--- src/inc/shp_pkg.sv ---
// shared constants and carrier types for the slave host port block.
// assumes a single 100 MHz clock; every host pin is already synchronous.
//
// How it works
// the status-move instruction copies accumulator bits 7..4 into status bits 7..4 and keeps bits 3..0.
// host read and write strobes act on edges, and the flags change only after the trailing edge.
// while the host reads the status byte, firmware updates to it are held back until the read ends.
// after reset, port 2 bits 7..4 are plain port latch outputs with no flag or transfer function; the code drives bits 6..4 only, bit 7 is an input.
// the flag-enable instruction turns port 2 bit 4 into the output-full pin.
// with flags enabled, a one in port 2 bit 4 shows the output-full flag and a zero holds the pin low.
// with flags enabled, a one in port 2 bit 5 shows the inverse input-full flag and a zero holds it low.
// the transfer-enable instruction turns port 2 bit 6 into the transfer request, set by writing a one.
// the request drops on acknowledge with a read or write strobe, or when transfer-enable runs again.
// with transfers enabled, a low acknowledge on port 2 bit 7 selects the data buffers.
// select low means data and clears the command flag on a host write; select high sets it.
// a host read returns the output buffer for data or the status byte for commands.
// a host write loads the bus byte into the input buffer for data and commands alike.
// firmware loading the output buffer sets output-full and a host data read clears it;
//      a host write sets input-full and a firmware read of the input buffer clears it.
// status bits 3..0 are output-full, input-full, firmware flag and command flag, from bit 0.
package shp_pkg;
	// instruction opcodes
	localparam logic [7:0] SHP_OPC_STATUS_MOVE = 8'h90;
	localparam logic [7:0] SHP_OPC_EN_FLAGS = 8'hF5;
	localparam logic [7:0] SHP_OPC_EN_DMA = 8'hE5;
	// status bit positions
	localparam int SHP_ST_OBF = 0;
	localparam int SHP_ST_IBF = 1;
	localparam int SHP_ST_F0 = 2;
	localparam int SHP_ST_F1 = 3;
	localparam int SHP_ST_USER_LO = 4;
	localparam int SHP_ST_USER_HI = 7;
	// port 2 upper nibble positions, index 0 is port2_bit4
	localparam int SHP_P2_OBF = 0;
	localparam int SHP_P2_IBF = 1;
	localparam int SHP_P2_DRQ = 2;
	localparam int SHP_P2_TRANSFER_ACKNOWLEDGE_PIN = 3;
	// reset values
	localparam logic [7:0] SHP_STATUS_RST = 8'h00;
	localparam logic [7:0] SHP_BYTE_RST = 8'h00;
	localparam logic [3:0] SHP_P2_RST = 4'hF;
	localparam logic [3:0] SHP_USER_RST = 4'h0;

	// what a strobe remembers from its leading edge
	typedef struct packed {
		logic sel;
		logic cmd;
	} shp_attr_t;

	// host bus pins, all active low except select and data
	typedef struct packed {
		logic cs_n;
		logic rd_n;
		logic wr_n;
		logic command_data_select;
		logic [7:0] data;
	} shp_host_in_t;

	// firmware side requests, each *_stb is a one-cycle pulse
	typedef struct packed {
		logic exec_stb;
		logic [7:0] opcode;
		logic [7:0] acc;
		logic obuf_wr_stb;
		logic [7:0] obuf_data;
		logic ibuf_rd_stb;
		logic f0_wr_stb;
		logic f0_val;
		logic p2_wr_stb;
		logic [3:0] p2_hi;
	} shp_fw_in_t;
endpackage : shp_pkg

--- src/rtl/shp_strobe.sv ---
// edge tracker for one active-low host strobe.
// assumes the strobe is synchronous to clk and the qualifier is valid
// when the strobe falls.
`timescale 1ns/1ns
module shp_strobe (
	input wire logic clk,
	input wire logic rst_n,
	input wire logic strobe_n,
	input wire shp_pkg::shp_attr_t attr,
	output logic lead,
	output logic trail,
	output logic active,
	output shp_pkg::shp_attr_t attr_q
);
	import shp_pkg::*;

	typedef struct packed {
		logic prev;
		logic act;
		shp_attr_t attr;
	} shp_strb_st_t;

	shp_strb_st_t st_ff;
	shp_strb_st_t nxt_st;

	// an unselected falling edge is ignored, so its rise is ignored too
	assign lead = st_ff.prev & ~strobe_n & attr.sel;
	assign trail = ~st_ff.prev & strobe_n & st_ff.act;
	assign active = st_ff.act;
	assign attr_q = st_ff.attr;

	// next state
	always_comb begin
		nxt_st = st_ff;
		nxt_st.prev = strobe_n;
		if (lead) begin
			nxt_st.act = 1'b1;
			nxt_st.attr = attr;
		end else if (trail) begin
			nxt_st.act = 1'b0;
		end
	end

	// state register
	always_ff @(posedge clk or negedge rst_n) begin
		if (!rst_n) begin
			st_ff <= '{prev: 1'b1, act: 1'b0, attr: '0};
		end else begin
			st_ff <= nxt_st;
		end
	end

	AST_TRAIL_NEEDS_LEAD: assert property (@(posedge clk) disable iff (!rst_n)
		trail |-> ($past(lead) || $past(active)))
		else $error("trailing edge without a taken leading edge");
endmodule : shp_strobe

--- src/rtl/shp_host_port.sv ---
// slave host port: status byte, data buffers, flag pins and transfer
// handshake. assumes firmware requests arrive as one-cycle pulses and
// the host never asserts read and write strobes together.
`timescale 1ns/1ns
module shp_host_port (
	input wire logic clk,
	input wire logic rstn,
	input wire shp_pkg::shp_host_in_t host_in,
	input wire shp_pkg::shp_fw_in_t fw_in,
	input wire logic port2_bit7,
	output logic [7:0] host_data_out,
	output logic host_data_oe,
	output logic [2:0] port2_pins,
	output logic [7:0] fw_status,
	output logic [7:0] fw_ibuf_data
);
	import shp_pkg::*;

	typedef struct packed {
		logic output_full_flag;
		logic input_full_flag;
		logic f0;
		logic command_data_flag;
		logic [3:0] user_status_bits;
		logic [7:0] obuf;
		logic [7:0] ibuf;
		logic [7:0] wr_data;
		logic flags_en;
		logic dma_en;
		logic transfer_request_pin;
		logic [3:0] p2_latch;
		logic pend_user_v;
		logic [3:0] pend_user;
		logic pend_obf_set;
		logic pend_ibf_clr;
		logic pend_f0_v;
		logic pend_f0;
		logic [7:0] dout;
		logic doe;
		logic [2:0] pins;
		logic [7:0] status_q;
	} shp_st_t;

	shp_st_t st_ff;
	shp_st_t nxt_st;
	logic rst_n;
	logic [1:0] rst_sync_ff;
	shp_attr_t attr;
	logic rd_lead;
	logic rd_trail;
	logic rd_act;
	shp_attr_t rd_attr;
	logic wr_lead;
	logic wr_trail;
	logic wr_act;
	shp_attr_t wr_attr;
	logic transfer_acknowledge_pin_sel;
	logic status_lock;

	// assemble the status byte from its fields
	function automatic logic [7:0] status_of(input shp_st_t s);
		logic [7:0] b;
		b = SHP_STATUS_RST;
		b[SHP_ST_OBF] = s.output_full_flag;
		b[SHP_ST_IBF] = s.input_full_flag;
		b[SHP_ST_F0] = s.f0;
		b[SHP_ST_F1] = s.command_data_flag;
		b[SHP_ST_USER_HI:SHP_ST_USER_LO] = s.user_status_bits;
		return b;
	endfunction : status_of

	////////////////////////////////////////////////////////////////////////
	// reset release through two flops; the async edge only asserts
	always_ff @(posedge clk or negedge rstn) begin
		if (!rstn) begin
			rst_sync_ff <= 2'b00;
		end else begin
			rst_sync_ff <= {rst_sync_ff[0], 1'b1};
		end
	end
	assign rst_n = rst_sync_ff[1];

	////////////////////////////////////////////////////////////////////////
	// access select: with transfers enabled, a low acknowledge is a data-only chip select
	assign transfer_acknowledge_pin_sel = st_ff.dma_en & ~port2_bit7;
	// one driver for the whole carrier keeps the select and kind together
	assign attr = '{sel: ~host_in.cs_n | transfer_acknowledge_pin_sel,
		cmd: host_in.command_data_select & ~transfer_acknowledge_pin_sel};

	shp_strobe u_rd (
		.clk(clk),
		.rst_n(rst_n),
		.strobe_n(host_in.rd_n),
		.attr(attr),
		.lead(rd_lead),
		.trail(rd_trail),
		.active(rd_act),
		.attr_q(rd_attr)
	);

	shp_strobe u_wr (
		.clk(clk),
		.rst_n(rst_n),
		.strobe_n(host_in.wr_n),
		.attr(attr),
		.lead(wr_lead),
		.trail(wr_trail),
		.active(wr_act),
		.attr_q(wr_attr)
	);

	// status read in progress, from its leading edge through its trail
	assign status_lock = (rd_lead & attr.cmd) | (rd_act & rd_attr.cmd);

	////////////////////////////////////////////////////////////////////////
	// next state: clears are applied before sets so that a set wins, except the transfer request, whose drops come last and win
	always_comb begin
		nxt_st = st_ff;
		// firmware events, parked while the host samples the status
		if (fw_in.exec_stb && fw_in.opcode == SHP_OPC_STATUS_MOVE) begin
			nxt_st.pend_user_v = 1'b1;
			nxt_st.pend_user = fw_in.acc[SHP_ST_USER_HI:SHP_ST_USER_LO];
		end
		if (fw_in.obuf_wr_stb) begin
			nxt_st.obuf = fw_in.obuf_data;
			nxt_st.pend_obf_set = 1'b1;
		end
		if (fw_in.ibuf_rd_stb) begin
			nxt_st.pend_ibf_clr = 1'b1;
		end
		if (fw_in.f0_wr_stb) begin
			nxt_st.pend_f0_v = 1'b1;
			nxt_st.pend_f0 = fw_in.f0_val;
		end
		if (!status_lock) begin
			// drain parked updates; bits 3..0 untouched by the move
			if (nxt_st.pend_user_v) begin
				nxt_st.user_status_bits = nxt_st.pend_user;
			end
			if (nxt_st.pend_ibf_clr) begin
				nxt_st.input_full_flag = 1'b0;
			end
			if (nxt_st.pend_f0_v) begin
				nxt_st.f0 = nxt_st.pend_f0;
			end
			nxt_st.pend_user_v = 1'b0;
			nxt_st.pend_ibf_clr = 1'b0;
			nxt_st.pend_f0_v = 1'b0;
		end
		// host read: drive on the leading edge, update on the trailing
		if (rd_lead) begin
			nxt_st.doe = 1'b1;
			nxt_st.dout = attr.cmd ? status_of(st_ff) : st_ff.obuf;
		end
		if (rd_trail) begin
			nxt_st.doe = 1'b0;
			if (!rd_attr.cmd) begin
				nxt_st.output_full_flag = 1'b0;
			end
		end
		if (!status_lock && nxt_st.pend_obf_set) begin
			nxt_st.output_full_flag = 1'b1;
			nxt_st.pend_obf_set = 1'b0;
		end
		// host write: keep the last byte seen while the strobe is low
		if (wr_lead || (wr_act && !host_in.wr_n)) begin
			nxt_st.wr_data = host_in.data;
		end
		if (wr_trail) begin
			nxt_st.ibuf = st_ff.wr_data;
			nxt_st.input_full_flag = 1'b1;
			nxt_st.command_data_flag = wr_attr.cmd;
		end
		// port 2 latch and transfer request
		if (fw_in.p2_wr_stb) begin
			nxt_st.p2_latch = fw_in.p2_hi;
			if (st_ff.dma_en && fw_in.p2_hi[SHP_P2_DRQ]) begin
				nxt_st.transfer_request_pin = 1'b1;
			end
		end
		if (transfer_acknowledge_pin_sel && (rd_lead || wr_lead)) begin
			nxt_st.transfer_request_pin = 1'b0;
		end
		if (fw_in.exec_stb && fw_in.opcode == SHP_OPC_EN_FLAGS) begin
			nxt_st.flags_en = 1'b1;
		end
		if (fw_in.exec_stb && fw_in.opcode == SHP_OPC_EN_DMA) begin
			nxt_st.dma_en = 1'b1;
			nxt_st.transfer_request_pin = 1'b0;
		end
		// pin values, plain latch bits until enabled
		nxt_st.pins[SHP_P2_OBF] = nxt_st.p2_latch[SHP_P2_OBF] &
			(~nxt_st.flags_en | nxt_st.output_full_flag);
		nxt_st.pins[SHP_P2_IBF] = nxt_st.p2_latch[SHP_P2_IBF] &
			(~nxt_st.flags_en | ~nxt_st.input_full_flag);
		nxt_st.pins[SHP_P2_DRQ] = nxt_st.dma_en ? nxt_st.transfer_request_pin :
			nxt_st.p2_latch[SHP_P2_DRQ];
		nxt_st.status_q = status_of(nxt_st);
	end

	// state register
	always_ff @(posedge clk or negedge rst_n) begin
		if (!rst_n) begin
			st_ff <= '0;
			st_ff.p2_latch <= SHP_P2_RST;
			st_ff.pins <= SHP_P2_RST[2:0];
			st_ff.user_status_bits <= SHP_USER_RST;
			st_ff.dout <= SHP_BYTE_RST;
		end else begin
			st_ff <= nxt_st;
		end
	end

	assign host_data_out = st_ff.dout;
	assign host_data_oe = st_ff.doe;
	assign port2_pins = st_ff.pins;
	assign fw_status = st_ff.status_q;
	assign fw_ibuf_data = st_ff.ibuf;

	////////////////////////////////////////////////////////////////////////
	// checks
	AST_STATUS_MOVE: assert property (@(posedge clk) disable iff (!rst_n)
		(fw_in.exec_stb && fw_in.opcode == SHP_OPC_STATUS_MOVE && !status_lock)
		|=> fw_status[7:4] == $past(fw_in.acc[7:4]))
		else $error("status move did not land in the user bits");
	AST_LOW_NIBBLE_KEPT: assert property (@(posedge clk) disable iff (!rst_n)
		(fw_in.exec_stb && fw_in.opcode == SHP_OPC_STATUS_MOVE && !status_lock
		&& !fw_in.obuf_wr_stb && !fw_in.ibuf_rd_stb && !fw_in.f0_wr_stb
		&& !rd_trail && !wr_trail && !st_ff.pend_obf_set
		&& !st_ff.pend_ibf_clr && !st_ff.pend_f0_v)
		|=> $stable(fw_status[SHP_ST_F1:SHP_ST_OBF]))
		else $error("status move disturbed the low nibble");
	AST_IBF_ON_TRAIL: assert property (@(posedge clk) disable iff (!rst_n)
		wr_trail |=> st_ff.input_full_flag)
		else $error("input-full not set after write trail");
	AST_LOCK_STABLE: assert property (@(posedge clk) disable iff (!rst_n)
		(rd_act && rd_attr.cmd && $past(rd_act)) |-> $stable(st_ff.user_status_bits))
		else $error("status changed during a status read");
	AST_OBF_PIN: assert property (@(posedge clk) disable iff (!rst_n)
		st_ff.flags_en |-> st_ff.pins[SHP_P2_OBF] ==
		(st_ff.p2_latch[SHP_P2_OBF] & st_ff.output_full_flag))
		else $error("output-full pin mismatch");
	AST_IBF_PIN: assert property (@(posedge clk) disable iff (!rst_n)
		st_ff.flags_en |-> st_ff.pins[SHP_P2_IBF] ==
		(st_ff.p2_latch[SHP_P2_IBF] & ~st_ff.input_full_flag))
		else $error("input-full pin mismatch");
	AST_PLAIN_PORT: assert property (@(posedge clk) disable iff (!rst_n)
		(!st_ff.flags_en && !st_ff.dma_en) |-> st_ff.pins == st_ff.p2_latch[2:0])
		else $error("port pins not plain before enable");
	AST_DRQ_DROP: assert property (@(posedge clk) disable iff (!rst_n)
		(fw_in.exec_stb && fw_in.opcode == SHP_OPC_EN_DMA) |=>
		!st_ff.pins[SHP_P2_DRQ] ##1
		(!st_ff.pins[SHP_P2_DRQ] || $past(fw_in.p2_wr_stb)))
		else $error("request not dropped by transfer enable");
	AST_READ_SOURCE: assert property (@(posedge clk) disable iff (!rst_n)
		(rd_lead && !attr.cmd) |=> host_data_oe && host_data_out == $past(st_ff.obuf))
		else $error("data read did not return the output buffer");
	AST_WRITE_CMD: assert property (@(posedge clk) disable iff (!rst_n)
		wr_trail |=> fw_status[SHP_ST_F1] == $past(wr_attr.cmd))
		else $error("command flag does not follow the select");

	COV_STATUS_READ: cover property (@(posedge clk) disable iff (!rst_n)
		rd_lead && attr.cmd ##[1:20] rd_trail);
	COV_DATA_WRITE: cover property (@(posedge clk) disable iff (!rst_n)
		wr_trail && !wr_attr.cmd);
	COV_DMA_ACK: cover property (@(posedge clk) disable iff (!rst_n)
		st_ff.transfer_request_pin && transfer_acknowledge_pin_sel && rd_lead);
endmodule : shp_host_port

--- config.mk ---
export PLATFORM = sky130hd
export DESIGN_NAME = shp_host_port
export DESIGN_NICKNAME = d
export VERILOG_FILES = /design/src/inc/shp_pkg.sv /design/src/rtl/shp_strobe.sv /design/src/rtl/shp_host_port.sv
export SDC_FILE = /design/constraint.sdc
export NUM_CORES = 1
export LEC_CHECK = 0
export BUFFER_PORTS_ARGS = -buffer_cell sky130_fd_sc_hd__buf_2
export CAP_MARGIN = 20
export CELL_PAD_IN_SITES_DETAIL_PLACEMENT = 2
export CELL_PAD_IN_SITES_GLOBAL_PLACEMENT = 2
export CORE_MARGIN = 2
export CORE_UTILIZATION = 30
export DETAILED_ROUTE_END_ITERATION = 10
export PLACE_DENSITY = 0.8
export SLEW_MARGIN = 0
export SYNTH_ARGS = -nofsm -noshare
export SYNTH_HDL_FRONTEND = slang
export SYNTH_SLANG_ARGS = --single-unit
--- constraint.sdc ---
create_clock -name clk -period 2.17 [get_ports clk]
set_clock_uncertainty 0.2 [all_clocks]
set_input_delay 0.434 -clock clk [delete_from_list [all_inputs] [get_ports clk]]
set_output_delay 0.434 -clock clk [all_outputs]
set_load 0.005 [all_outputs]
==> results of run 1 <==
[layout by cell type, fill, tap and decap left out, types with 4 or more instances in the layout]
cell type	synthesis	final
buf_4	27	9
dfrtp_1	59	58
nand2_1	15	15
nor2_1	17	17
nand2b_1	7	7
mux2_2	28	28
mux2i_1	9	9
buf_2	4	71
inv_1	4	4
dfstp_2	8	8
a21oi_1	9	9
clkbuf_8	0	10
o22ai_1	4	4
a2bb2oi_1	4	4
[flip-flops by register name, summed over array words and instances, names as in the netlist, 2 cells and up]
signal / cells
host_data_out: 8
fw_status: 8
rst_sync_ff: 2
port2_pins: 3
st_ff: 31
fw_ibuf_data: 8
[through the flow]
stage | utilization | std cells | hold slack, ns | worst slack (ns) | cell area (sq um)
after floorplan | - | 237 | -0.0616 | 0.271 | 2920
after global placement | 0.344 | 417 | 0.0203 | 0.0435 | 3300
after detailed placement | 0.344 | 417 | 0.0224 | 0.0163 | 3300
after CTS | 0.362 | 434 | 0.00555 | 0.313 | 3470
after global routing | 0.362 | 434 | 0.00625 | 0.240 | 3470
final | 0.362 | 434 | 0.0296 | 0.344 | 3470
[power groups by stage]
stage | registers [uW] | clock network [uW] | logic (uW)
5_1_grt | 1640 | 979 | 613
3_5_place_dp | 1630 | 0 | 551
4_1_cts | 1610 | 937 | 553
3_3_place_gp | 1620 | 0 | 522
2_1_floorplan | 1600 | 0 | 460
6_report | 1610 | 883 | 535
[worst paths after layout]
check                               start               to  slack (ns)
max                             st_ff[34]        st_ff[40]        0.34
min                            host_in[9]    u_wr.st_ff[3]        0.03
max reg2reg                     st_ff[34]        st_ff[40]        0.34
min reg2reg                rst_sync_ff[1]  fw_ibuf_data[1]        0.04
max in group asynchronous  rst_sync_ff[1]    port2_pins[0]        1.07
min in group asynchronous  rst_sync_ff[1]  fw_ibuf_data[1]        0.04
[layout make-up]
cell class | count | share of cell area
clock buffer | 13 | 0.0429
clock inverter | 3 | 0.00432
inverter | 4 | 0.00432
multi-input combinational | 132 | 0.284
sequential | 67 | 0.486
tap | 133 | 0.0479
timing repair buffer | 82 | 0.130
[kinds of logic after synthesis]
| group | share of synthesized area |
|---|---|
| DFF | 0.577 |
| buffers and inverters | 0.0852 |
| other | 0.00128 |
| and+or+nand+nor | 0.0994 |
| muxes | 0.139 |
| AOI/OAI and AO/OA | 0.0981 |
[routing by layer]
layer | wire length (um) | GRT usage | vias up
li1 | - | - | 915
met1 | 2630 | 0.157 | 1016
met2 | 3660 | 0.254 | 53
met3 | 416 | 0.0468 | 4
met4 | 37 | 0.0431 | 0
met5 | 0 | 0 | -
==> results.ini, run 1 <==
[synthesis]
synth.most_common_cell=dfrtp_1
synth_ff_type=dfrtp_1
ys_ff_latch=67
yosysUniqueCellTypes=41
synth_top_area_share=0.505
syn_nets=286
synthesis.area_sq_mm=0.00292
synthTopCellsByCount=dfrtp_1 (59), mux2_2 (28), buf_4 (27), nor2_1 (17), nand2_1 (15)
avgSynthCellArea_sq_um=12.3
synth_async_sr_flop_share=1.00
synthesis.instances=237
ys_seq_area_frac=0.577
synthTopCellsByArea=dfrtp_1 (51%), mux2_2 (11%), dfstp_2 (7.2%), buf_4 (6.9%), mux2i_1 (3.1%)
synth_warnings=0
synth-edff-count=0
yosysTopAreaCell=dfrtp_1

[floorplanning]
std_cell_rows=36
ios=77
die_area_sq_mm=0.0105
core_area_sq_mm=0.00959
initial_core_util=0.305
die_h_um=103
die_w_um=103

[clock_tree]
cts_resized=0
cts_setup_buffers=0
cts_tree=built
clock_tree.root_cell=clkbuf_8
cts.sinks=67
clk_latency_ns=0.33
numCtsBuffers=9
clk_pin_slew_ns=0.06
cts_max_level=3
clockBufferDepth=2
ctsHoldBuffers=1

[placement]
place_congestion=0.762
hpwl_um=5080
port-buffer-count=71

[route]
drt_iter0_drc=52
route.detailed.drc=0
wire_per_inst_um=15.5
drt-pass1-iter-count=3
ant_nets=0
routed-via-count=1988
drt-total-wl_um=6740
vias_per_cell=4.58

[timing]
fin_crit_sh=0.842
maxSlewHeadroom=0.663
setup_viol=0
final-max-slew-violation-count=0
finalSetupTns_ns=0
tightest_slew_ns=0.506
clock.fmax_mhz=548
period_needed_ns=1.83
rsz0062_at_grt=false
hold_viol=0

[finish]
nFillCells=1045
regArea_sq_mm=0.00169
drive_gt1_frac=0.462
diodes=0
syn2layout_area_growth_pct=18.8
multi_input_area_sq_um=986
nets=345

[critical_path]
reg2reg_depth=4
path_max_fanout=9
critical_path_required_ns=2.19
cp-end-kind=flop
critical-path-slowest-cell=dfrtp_1
critPathTopFamily=compound AO/OA/AOI/OAI gates
crit_path_max_incr_delay_ns=0.41
crit_buf_inv=0
cp.depth=4
critical_path_class=flop to flop
path_cells=nand2b_1, a21boi_0, o21ba_2, mux2_2
arrival_ns=1.84
start_kind=flop

[grt]
grt_pass1_vias=2238
grt_pass1_wl_um=11200
track_usage=0.141
grt_remaining_overflow=0
antenna_found_initial=0
grt_max_degree=45

[pwr]
pwr-share-clk=0.292
seqPwrFrac=0.531
internal_power_uw=2220
switchingPower_uw=809
ir_drop_uv=492
p_comb_frac=0.177
switching_share=0.267
powerDensity_mw_per_mm2=871
p_leak_uw=0.00162
power.total_uw=3030

[status]
status=complete, no violations

[hold_path]
hold_path_class=primary input to flop
min_path_cells=1

[job]
drv_cap=0

(Power assumes the default switching activity.)
==> run 2, diff against run 1 <==
--- a/config.mk
+++ b/config.mk
@@ -5,14 +5,15 @@
 export SDC_FILE = /design/constraint.sdc
 export NUM_CORES = 1
 export LEC_CHECK = 0
+export ABC_AREA = 1
 export BUFFER_PORTS_ARGS = -buffer_cell sky130_fd_sc_hd__buf_2
 export CAP_MARGIN = 20
 export CELL_PAD_IN_SITES_DETAIL_PLACEMENT = 2
 export CELL_PAD_IN_SITES_GLOBAL_PLACEMENT = 2
 export CORE_MARGIN = 2
-export CORE_UTILIZATION = 30
+export CORE_UTILIZATION = 32
 export DETAILED_ROUTE_END_ITERATION = 10
-export PLACE_DENSITY = 0.8
+export PLACE_DENSITY = 0.85
 export SLEW_MARGIN = 0
 export SYNTH_ARGS = -nofsm -noshare
 export SYNTH_HDL_FRONTEND = slang
==> constraint.sdc (replaced) <==
create_clock -name clk -period 1.9 [get_ports clk]
set_clock_uncertainty 0.2 [all_clocks]
set_input_delay 0.38 -clock clk [delete_from_list [all_inputs] [get_ports clk]]
set_output_delay 0.38 -clock clk [all_outputs]
set_load 0.005 [all_outputs]
==> run 2 against run 1 <==
Highest routed layer unchanged. Largest power group unchanged. Sequential power increased by 7%. Critical path type is now primary input to flop. Sequential share of layout area decreased by 0.89 points. Total power increased by 13%. Hold slack improved by 0.0011 ns. Cell count increased by 9.7%. Die area decreased by 3.7%. Via count increased by 10%. Global-route usage increased by 1.7 points. First-iteration DRC count decreased by 48%. Critical path depth increased by 3. Non-clock buffer count decreased by 4. Register-to-register slack got worse by 0.07 ns.
==> results.ini, run 2 <==
[grt]
antenna_found_initial=0  ; unchanged
grt_max_degree=55  ; was 45
grt_pass1_vias=2480  ; was 2238
grt_remaining_overflow=0  ; unchanged
grt_pass1_wl_um=12400  ; was 11200 um
track_usage=0.158  ; was 0.141

[route]
wire_per_inst_um=15.2  ; was 15.5 um
routed-via-count=2190  ; was 1988
drt_iter0_drc=27  ; was 52
drt-pass1-iter-count=4  ; was 3
route.detailed.drc=0  ; unchanged
vias_per_cell=4.60  ; was 4.58
ant_nets=0  ; unchanged
drt-total-wl_um=7210  ; was 6740 um

[synthesis]
synth_ff_type=dfrtp_1  ; unchanged
synthesis.instances=302  ; was 237
synthesis.area_sq_mm=0.00300  ; was 0.00292 sq mm
synthTopCellsByArea=dfrtp_1 (49%), nand2_1 (9.3%), dfstp_2 (7.0%), buf_4 (6.8%), mux2_2 (3.8%)  ; was dfrtp_1 (51%), mux2_2 (11%), dfstp_2 (7.2%), buf_4 (6.9%), mux2i_1 (3.1%)
synthTopCellsByCount=nand2_1 (74), dfrtp_1 (59), inv_1 (29), buf_4 (27), a21oi_1 (19)  ; was dfrtp_1 (59), mux2_2 (28), buf_4 (27), nor2_1 (17), nand2_1 (15)
syn_nets=351  ; was 286
synth_warnings=0  ; unchanged
ys_ff_latch=67  ; unchanged
synth_top_area_share=0.493  ; was 0.505
synth-edff-count=0  ; unchanged
yosysTopAreaCell=dfrtp_1  ; unchanged
avgSynthCellArea_sq_um=9.92  ; was 12.3 sq um
yosysUniqueCellTypes=29  ; was 41
ys_seq_area_frac=0.563  ; was 0.577
synth_async_sr_flop_share=1.00  ; unchanged
synth.most_common_cell=nand2_1  ; was dfrtp_1

[critical_path]
crit_top_cell=a21oi_1
path_cells=dlygate4sd3_1, buf_2, nor2_4, nand2_1, buf_4, a21oi_1, a21oi_1  ; was nand2b_1, a21boi_0, o21ba_2, mux2_2
arrival_ns=1.82  ; was 1.84 ns
cp-end-kind=flop  ; unchanged
critical-path-slowest-cell=dlygate4sd3_1  ; was dfrtp_1
critical_path_required_ns=1.92  ; was 2.19 ns
path_max_fanout=9  ; unchanged
start_kind=primary input  ; was flop
critical_path_class=primary input to flop  ; was flop to flop
crit_path_max_incr_delay_ns=0.54  ; was 0.41 ns

[finish]
largest_reg_flops=31  ; unchanged
syn2layout_area_growth_pct=18.1  ; was 18.8%
nFillCells=1020  ; was 1045
most-common-layout-cells=nand2_1 (73), buf_2 (71), dfrtp_1 (58)  ; was buf_2 (71), dfrtp_1 (58), mux2_2 (28)
max_flop_register=st_ff  ; unchanged
drive_gt1_frac=0.381  ; was 0.462
final_common_cell=nand2_1  ; was buf_2
diodes=0  ; unchanged
nets=409  ; was 345
stdcell_count=476  ; was 434

[timing]
tightest_slew_ns=0.565  ; was 0.506 ns
setup_viol=0  ; unchanged
rsz0062_at_grt=false  ; unchanged
hold_viol=0  ; unchanged
finalSetupTns_ns=0  ; unchanged
period_needed_ns=1.80
fin_crit_sh=0.945
clock.fmax_mhz=557
final-max-slew-violation-count=0  ; unchanged
maxSlewHeadroom=0.622  ; was 0.663

[clock_tree]
clock_tree.root_cell=clkbuf_8  ; unchanged
cts_max_level=3  ; unchanged
cts.sinks=67  ; unchanged
clockBufferDepth=2  ; unchanged
cts_tree=built  ; unchanged
clk_pin_slew_ns=0.08  ; was 0.06 ns
clk_latency_ns=0.35  ; was 0.33 ns
numCtsBuffers=9  ; unchanged

[pwr]
ir_drop_uv=468  ; was 492 uV
powerDensity_mw_per_mm2=971  ; was 871 mW/mm^2
p_leak_uw=0.00182  ; was 0.00162 uW
power.total_uw=3430  ; was 3030 uW

[placement]
hpwl_um=5370  ; was 5080 um
place_congestion=0.777  ; was 0.762
dp.cells=456  ; was 417
port-buffer-count=71  ; unchanged

[floorplanning]
std_cell_rows=35  ; was 36
die_h_um=101  ; was 103 um
initial_core_util=0.327  ; was 0.305
die_w_um=101  ; was 103 um
ios=77  ; unchanged
core_area_sq_mm=0.00915  ; was 0.00959 sq mm
die_area_sq_mm=0.0102  ; was 0.0105 sq mm

[status]
status=complete, no violations  ; unchanged

[hold_path]
hold_path_class=primary input to flop  ; unchanged

[job]
drv_cap=0  ; unchanged

==> run 2: logic make-up (layout without fill, tap and decap cells) <==
logic type,after synthesis,after routing,share of synthesized area
mux,10,10,0.0376
simple gates,118,118,0.190
compound gates,44,44,0.0898
flops,67,67,0.563
buf+inv,62,125,0.119
other cells,1,1,0.00125
==> run 2: routing by layer <==
| metal | up-vias | wire length [um] | share of wire | global-route usage |
|---|---|---|---|---|
| li1 | 1041 | - | - | - |
| met1 | 1086 | 2990 | 0.41 | 0.189 |
| met2 | 57 | 3760 | 0.52 | 0.275 |
| met3 | 6 | 406 | 0.056 | 0.0527 |
| met4 | 0 | 52 | 0.0072 | 0.0348 |
| met5 | - | 0 | 0 | 0 |
==> run 2: path summary, 6_finish.rpt <==
check	start	endpoint	slack [ns]	cells past startpoint
min reg2reg	rst_sync_ff[1]	st_ff[31]	0.14	0
max	host_in[10]	host_data_out[0]	0.10	7
min in group asynchronous	rst_sync_ff[1]	st_ff[31]	0.14	0
max reg2reg	u_wr.st_ff[3]	st_ff[40]	0.27	6
min	host_in[0]	st_ff[36]	0.03	3
max in group asynchronous	rst_sync_ff[1]	st_ff[35]	0.62	1
==> run 2: critical path, delay by kind of cell <==
kind                   cells  cell delay [ns]
AOI/OAI and AO/OA          2             0.21
and+or+nand+nor            2             0.31
buffers and inverters      3             0.91
==> run 2: cell type report <==
type	count	area [sq um]	share of cell area
flip-flops and latches	67	1690	0.477
multi-input cells	173	965	0.273
repair buffers	78	430	0.122
well taps	111	139	0.0393
clock buffers	10	128	0.0361
inverters	31	121	0.0343
clock inverters	6	66.3	0.0187
==> run 2: stage by stage <==
step | setup WS, ns | area [sq um] | utilization | hold slack (ns)
final | 0.104 | 3540 | 0.386 | 0.0308
after global routing | 0.00566 | 3540 | 0.386 | 0.0324
after global placement | 0.298 | 3290 | 0.359 | -0.0432
after CTS | 0.0516 | 3520 | 0.385 | 0.0215
after detailed placement | 0.218 | 3290 | 0.359 | -0.0369
after floorplan | 0.430 | 3000 | - | -0.116
==> run 2: power by group <==
part	internal (uW)	leakage, uW	switching [uW]
sequential	1620	0.000809	93.9
combinational	236	0.000926	302
clock	606	0.0000885	575
==> run 2: repair_timing <==
| item | 4_1_cts | 5_1_grt |
|---|---|---|
| endpoints found under the setup margin | 0 | 4 |
| hold endpoints to repair | 9 | 0 |
| buffers inserted | 0 | 0 |
| hold buffers | 4 | 0 |
| gates resized for setup | 0 | 3 |
==> run 3, diff against run 2 <==
--- a/config.mk
+++ b/config.mk
@@ -11,9 +11,11 @@
 export CELL_PAD_IN_SITES_DETAIL_PLACEMENT = 2
 export CELL_PAD_IN_SITES_GLOBAL_PLACEMENT = 2
 export CORE_MARGIN = 2
-export CORE_UTILIZATION = 32
+export CORE_UTILIZATION = 34
 export DETAILED_ROUTE_END_ITERATION = 10
-export PLACE_DENSITY = 0.85
+export MAX_ROUTING_LAYER = met4
+export PLACE_DENSITY = 0.89
+export SKIP_LAST_GASP = 1
 export SLEW_MARGIN = 0
 export SYNTH_ARGS = -nofsm -noshare
 export SYNTH_HDL_FRONTEND = slang
==> constraint.sdc (replaced) <==
create_clock -name clk -period 2.1 [get_ports clk]
set_clock_uncertainty 0.2 [all_clocks]
set_input_delay 0.42 -clock clk [delete_from_list [all_inputs] [get_ports clk]]
set_output_delay 0.42 -clock clk [all_outputs]
set_load 0.005 [all_outputs]
==> run 3 against run 2 <==
Combinational power fell by 11%. Sequential power decreased by 9%. Core utilization is 1.6 points higher. Worst setup slack improved by 0.35 ns. Total power is 9.7% lower. Clock-buffer cell count fell by 1. Cell count shrank 1.5%. Via count down 0.64%. Global-route usage increased by 1.7 points. First-iteration DRC count rose to 2.7 times the previous value. Register-to-register slack improved by 0.18 ns. Critical path type is now flop to flop. Highest routed layer unchanged.
==> results.ini, run 3 (synthesis results as in run 2) <==
[pwr]
ir_drop_uv=422  ; was 468 uV
powerDensity_mw_per_mm2=891  ; was 971 mW/mm^2
p_leak_uw=0.00182  ; about the same
power.total_uw=3100  ; was 3430 uW

[clock_tree]
cts.sinks=67  ; unchanged
clockBufferDepth=2  ; unchanged
clk_latency_ns=0.33  ; was 0.35 ns
cts_max_level=3  ; unchanged
numCtsBuffers=9  ; unchanged
clk_pin_slew_ns=0.07  ; was 0.08 ns
cts_tree=built  ; unchanged
clock_tree.root_cell=clkbuf_8  ; unchanged

[critical_path]
r2r_start=u_wr.st_ff[3]  ; unchanged
critical_path_class=flop to flop  ; was primary input to flop
rrSetupSlack_ns=0.45  ; was 0.27 ns
critical-path-slowest-cell=dfstp_2  ; was dlygate4sd3_1
start_kind=flop  ; was primary input
critical_path_required_ns=2.16  ; was 1.92 ns
cp-end-kind=flop  ; unchanged
reg2reg_to=st_ff[39]  ; was st_ff[40]
reg2reg_depth=6  ; unchanged
arrival_ns=1.71  ; was 1.82 ns
cp.depth=6  ; was 7
crit_buf_inv=1  ; was 3
critPathTopFamily=flip-flops  ; was buffers and inverters
path_max_fanout=17  ; was 9
crit_path_max_incr_delay_ns=0.53  ; was 0.54 ns
path_cells=inv_1, nor2_1, nand2_2, o21ai_4, nand2_1, o21ai_2  ; was dlygate4sd3_1, buf_2, nor2_4, nand2_1, buf_4, a21oi_1, a21oi_1

[grt]
grt_remaining_overflow=0  ; unchanged
grt_pass1_vias=2563  ; was 2480
antenna_found_initial=0  ; unchanged
track_usage=0.175  ; was 0.158
grt_pass1_wl_um=12900  ; was 12400 um
grt_max_degree=66  ; was 55

[timing]
rsz0062_at_grt=false  ; unchanged
setup_viol=0  ; unchanged
hold_viol=0  ; unchanged
layout_setup_ws_ns=0.451  ; was 0.104 ns
clock.fmax_mhz=606
final-max-slew-violation-count=0  ; unchanged
finalSetupTns_ns=0  ; unchanged
tightest_slew_ns=0.539  ; was 0.565 ns
maxSlewHeadroom=0.640  ; was 0.622
fin_crit_sh=0.785
period_needed_ns=1.65

[floorplanning]
die_h_um=97.9  ; was 101 um
ios=77  ; unchanged
core_area_sq_mm=0.00864  ; was 0.00915 sq mm
die_area_sq_mm=0.00958  ; was 0.0102 sq mm
std_cell_rows=34  ; was 35
initial_core_util=0.347  ; was 0.327
die_w_um=97.9  ; was 101 um

[finish]
multi_input_area_sq_um=953  ; was 965 sq um
largest_reg_flops=31  ; unchanged
diodes=0  ; unchanged
nFillCells=956  ; was 1020
syn2layout_area_growth_pct=16.2  ; was 18.1%
max_flop_register=st_ff  ; unchanged
most-common-layout-cells=nand2_1 (74), buf_2 (71), dfrtp_1 (58)  ; was nand2_1 (73), buf_2 (71), dfrtp_1 (58)
final_common_cell=nand2_1  ; unchanged
final_cell_area_sq_mm=0.00348  ; was 0.00354 sq mm
drive_gt1_frac=0.380  ; was 0.381
fin_util=0.403  ; was 0.386
nets=405  ; was 409
regArea_sq_mm=0.00169  ; unchanged

[hold_path]
min_path_cells=1  ; was 3
hold_path_class=primary input to flop  ; unchanged
min_from=host_in[10]  ; was host_in[0]
whs_endpoint=u_rd.st_ff[3]  ; was st_ff[36]

[job]
drv_cap=0  ; unchanged

[route]
wire_per_inst_um=15.8  ; was 15.2 um
routed-via-count=2176  ; was 2190
drt-total-wl_um=7420  ; was 7210 um
drt-pass1-iter-count=4  ; unchanged
route.detailed.drc=0  ; unchanged
ant_nets=0  ; unchanged
vias_per_cell=4.64  ; was 4.60
drt_iter0_drc=73  ; was 27

[placement]
hpwl_um=5460  ; was 5370 um
port-buffer-count=71  ; unchanged
place_congestion=0.728  ; was 0.777
placed_area_sq_mm=0.00328  ; was 0.00329 sq mm
dp_slack_ns=0.319  ; was 0.218 ns

[status]
status=complete, no violations  ; unchanged

run 3: cell types whose count changed in the layout (fill, tap and decap cells not counted):
cell | before | now
clkinv_2 | 2 | 4
nand4_4 | 1 | 0
clkbuf_1 | 1 | 0
nand2_1 | 73 | 74
buf_4 | 2 | 1
inv_1 | 28 | 29
nand2_2 | 11 | 10
nand4_2 | 0 | 1
dlygate4sd3_1 | 4 | 1
clkinvlp_4 | 4 | 2
run 3: worst max path at each step:
stage                             start               end
after global placement       port2_bit7  host_data_out[3]
final                     u_wr.st_ff[3]         st_ff[39]
after CTS                 u_rd.st_ff[3]  host_data_out[0]
after global routing      u_rd.st_ff[3]  host_data_out[5]
after detailed placement     port2_bit7  host_data_out[5]
after floorplan           u_rd.st_ff[3]      fw_status[4]
run 3: routing by layer:
metal | GRT usage | share of wire | up-vias
met5 | - | 0 | -
met4 | 0.0481 | 0.0063 | 0
met3 | 0.0408 | 0.050 | 5
met2 | 0.299 | 0.53 | 53
met1 | 0.206 | 0.41 | 1086
li1 | - | - | 1032
run 3: timing repair:
item                      in CTS  in global routing
setup buffers                  0                  0
hold buffers                   1                  0
hold endpoints to repair       2                  0
resized for setup              0                  0
run 3: report_power, final:
part           internal (uW)  leakage [uW]  switching (uW)  total [uW]
Sequential              1470      0.000809            90.8        1560
Clock                    544     0.0000950             519        1060
Combinational            207      0.000918             273         481
run 3: cell type report:
type                            count  area share
Tap cell                          108      0.0388
Timing Repair Buffer               74       0.113
Multi-Input combinational cell    173       0.274
Clock inverter                      7      0.0198
Clock buffer                        9      0.0356
Inverter                           31      0.0338
Sequential cell                    67       0.485
run 3: metrics by stage:
| stage | cells | hold WS [ns] |
|---|---|---|
| 2_1_floorplan | 302 | -0.0756 |
| 3_3_place_gp | 452 | 0.00533 |
| 3_5_place_dp | 452 | 0.00912 |
| 4_1_cts | 469 | 0.000411 |
| 5_1_grt | 469 | 0.00561 |
| 6_report | 469 | 0.0201 |
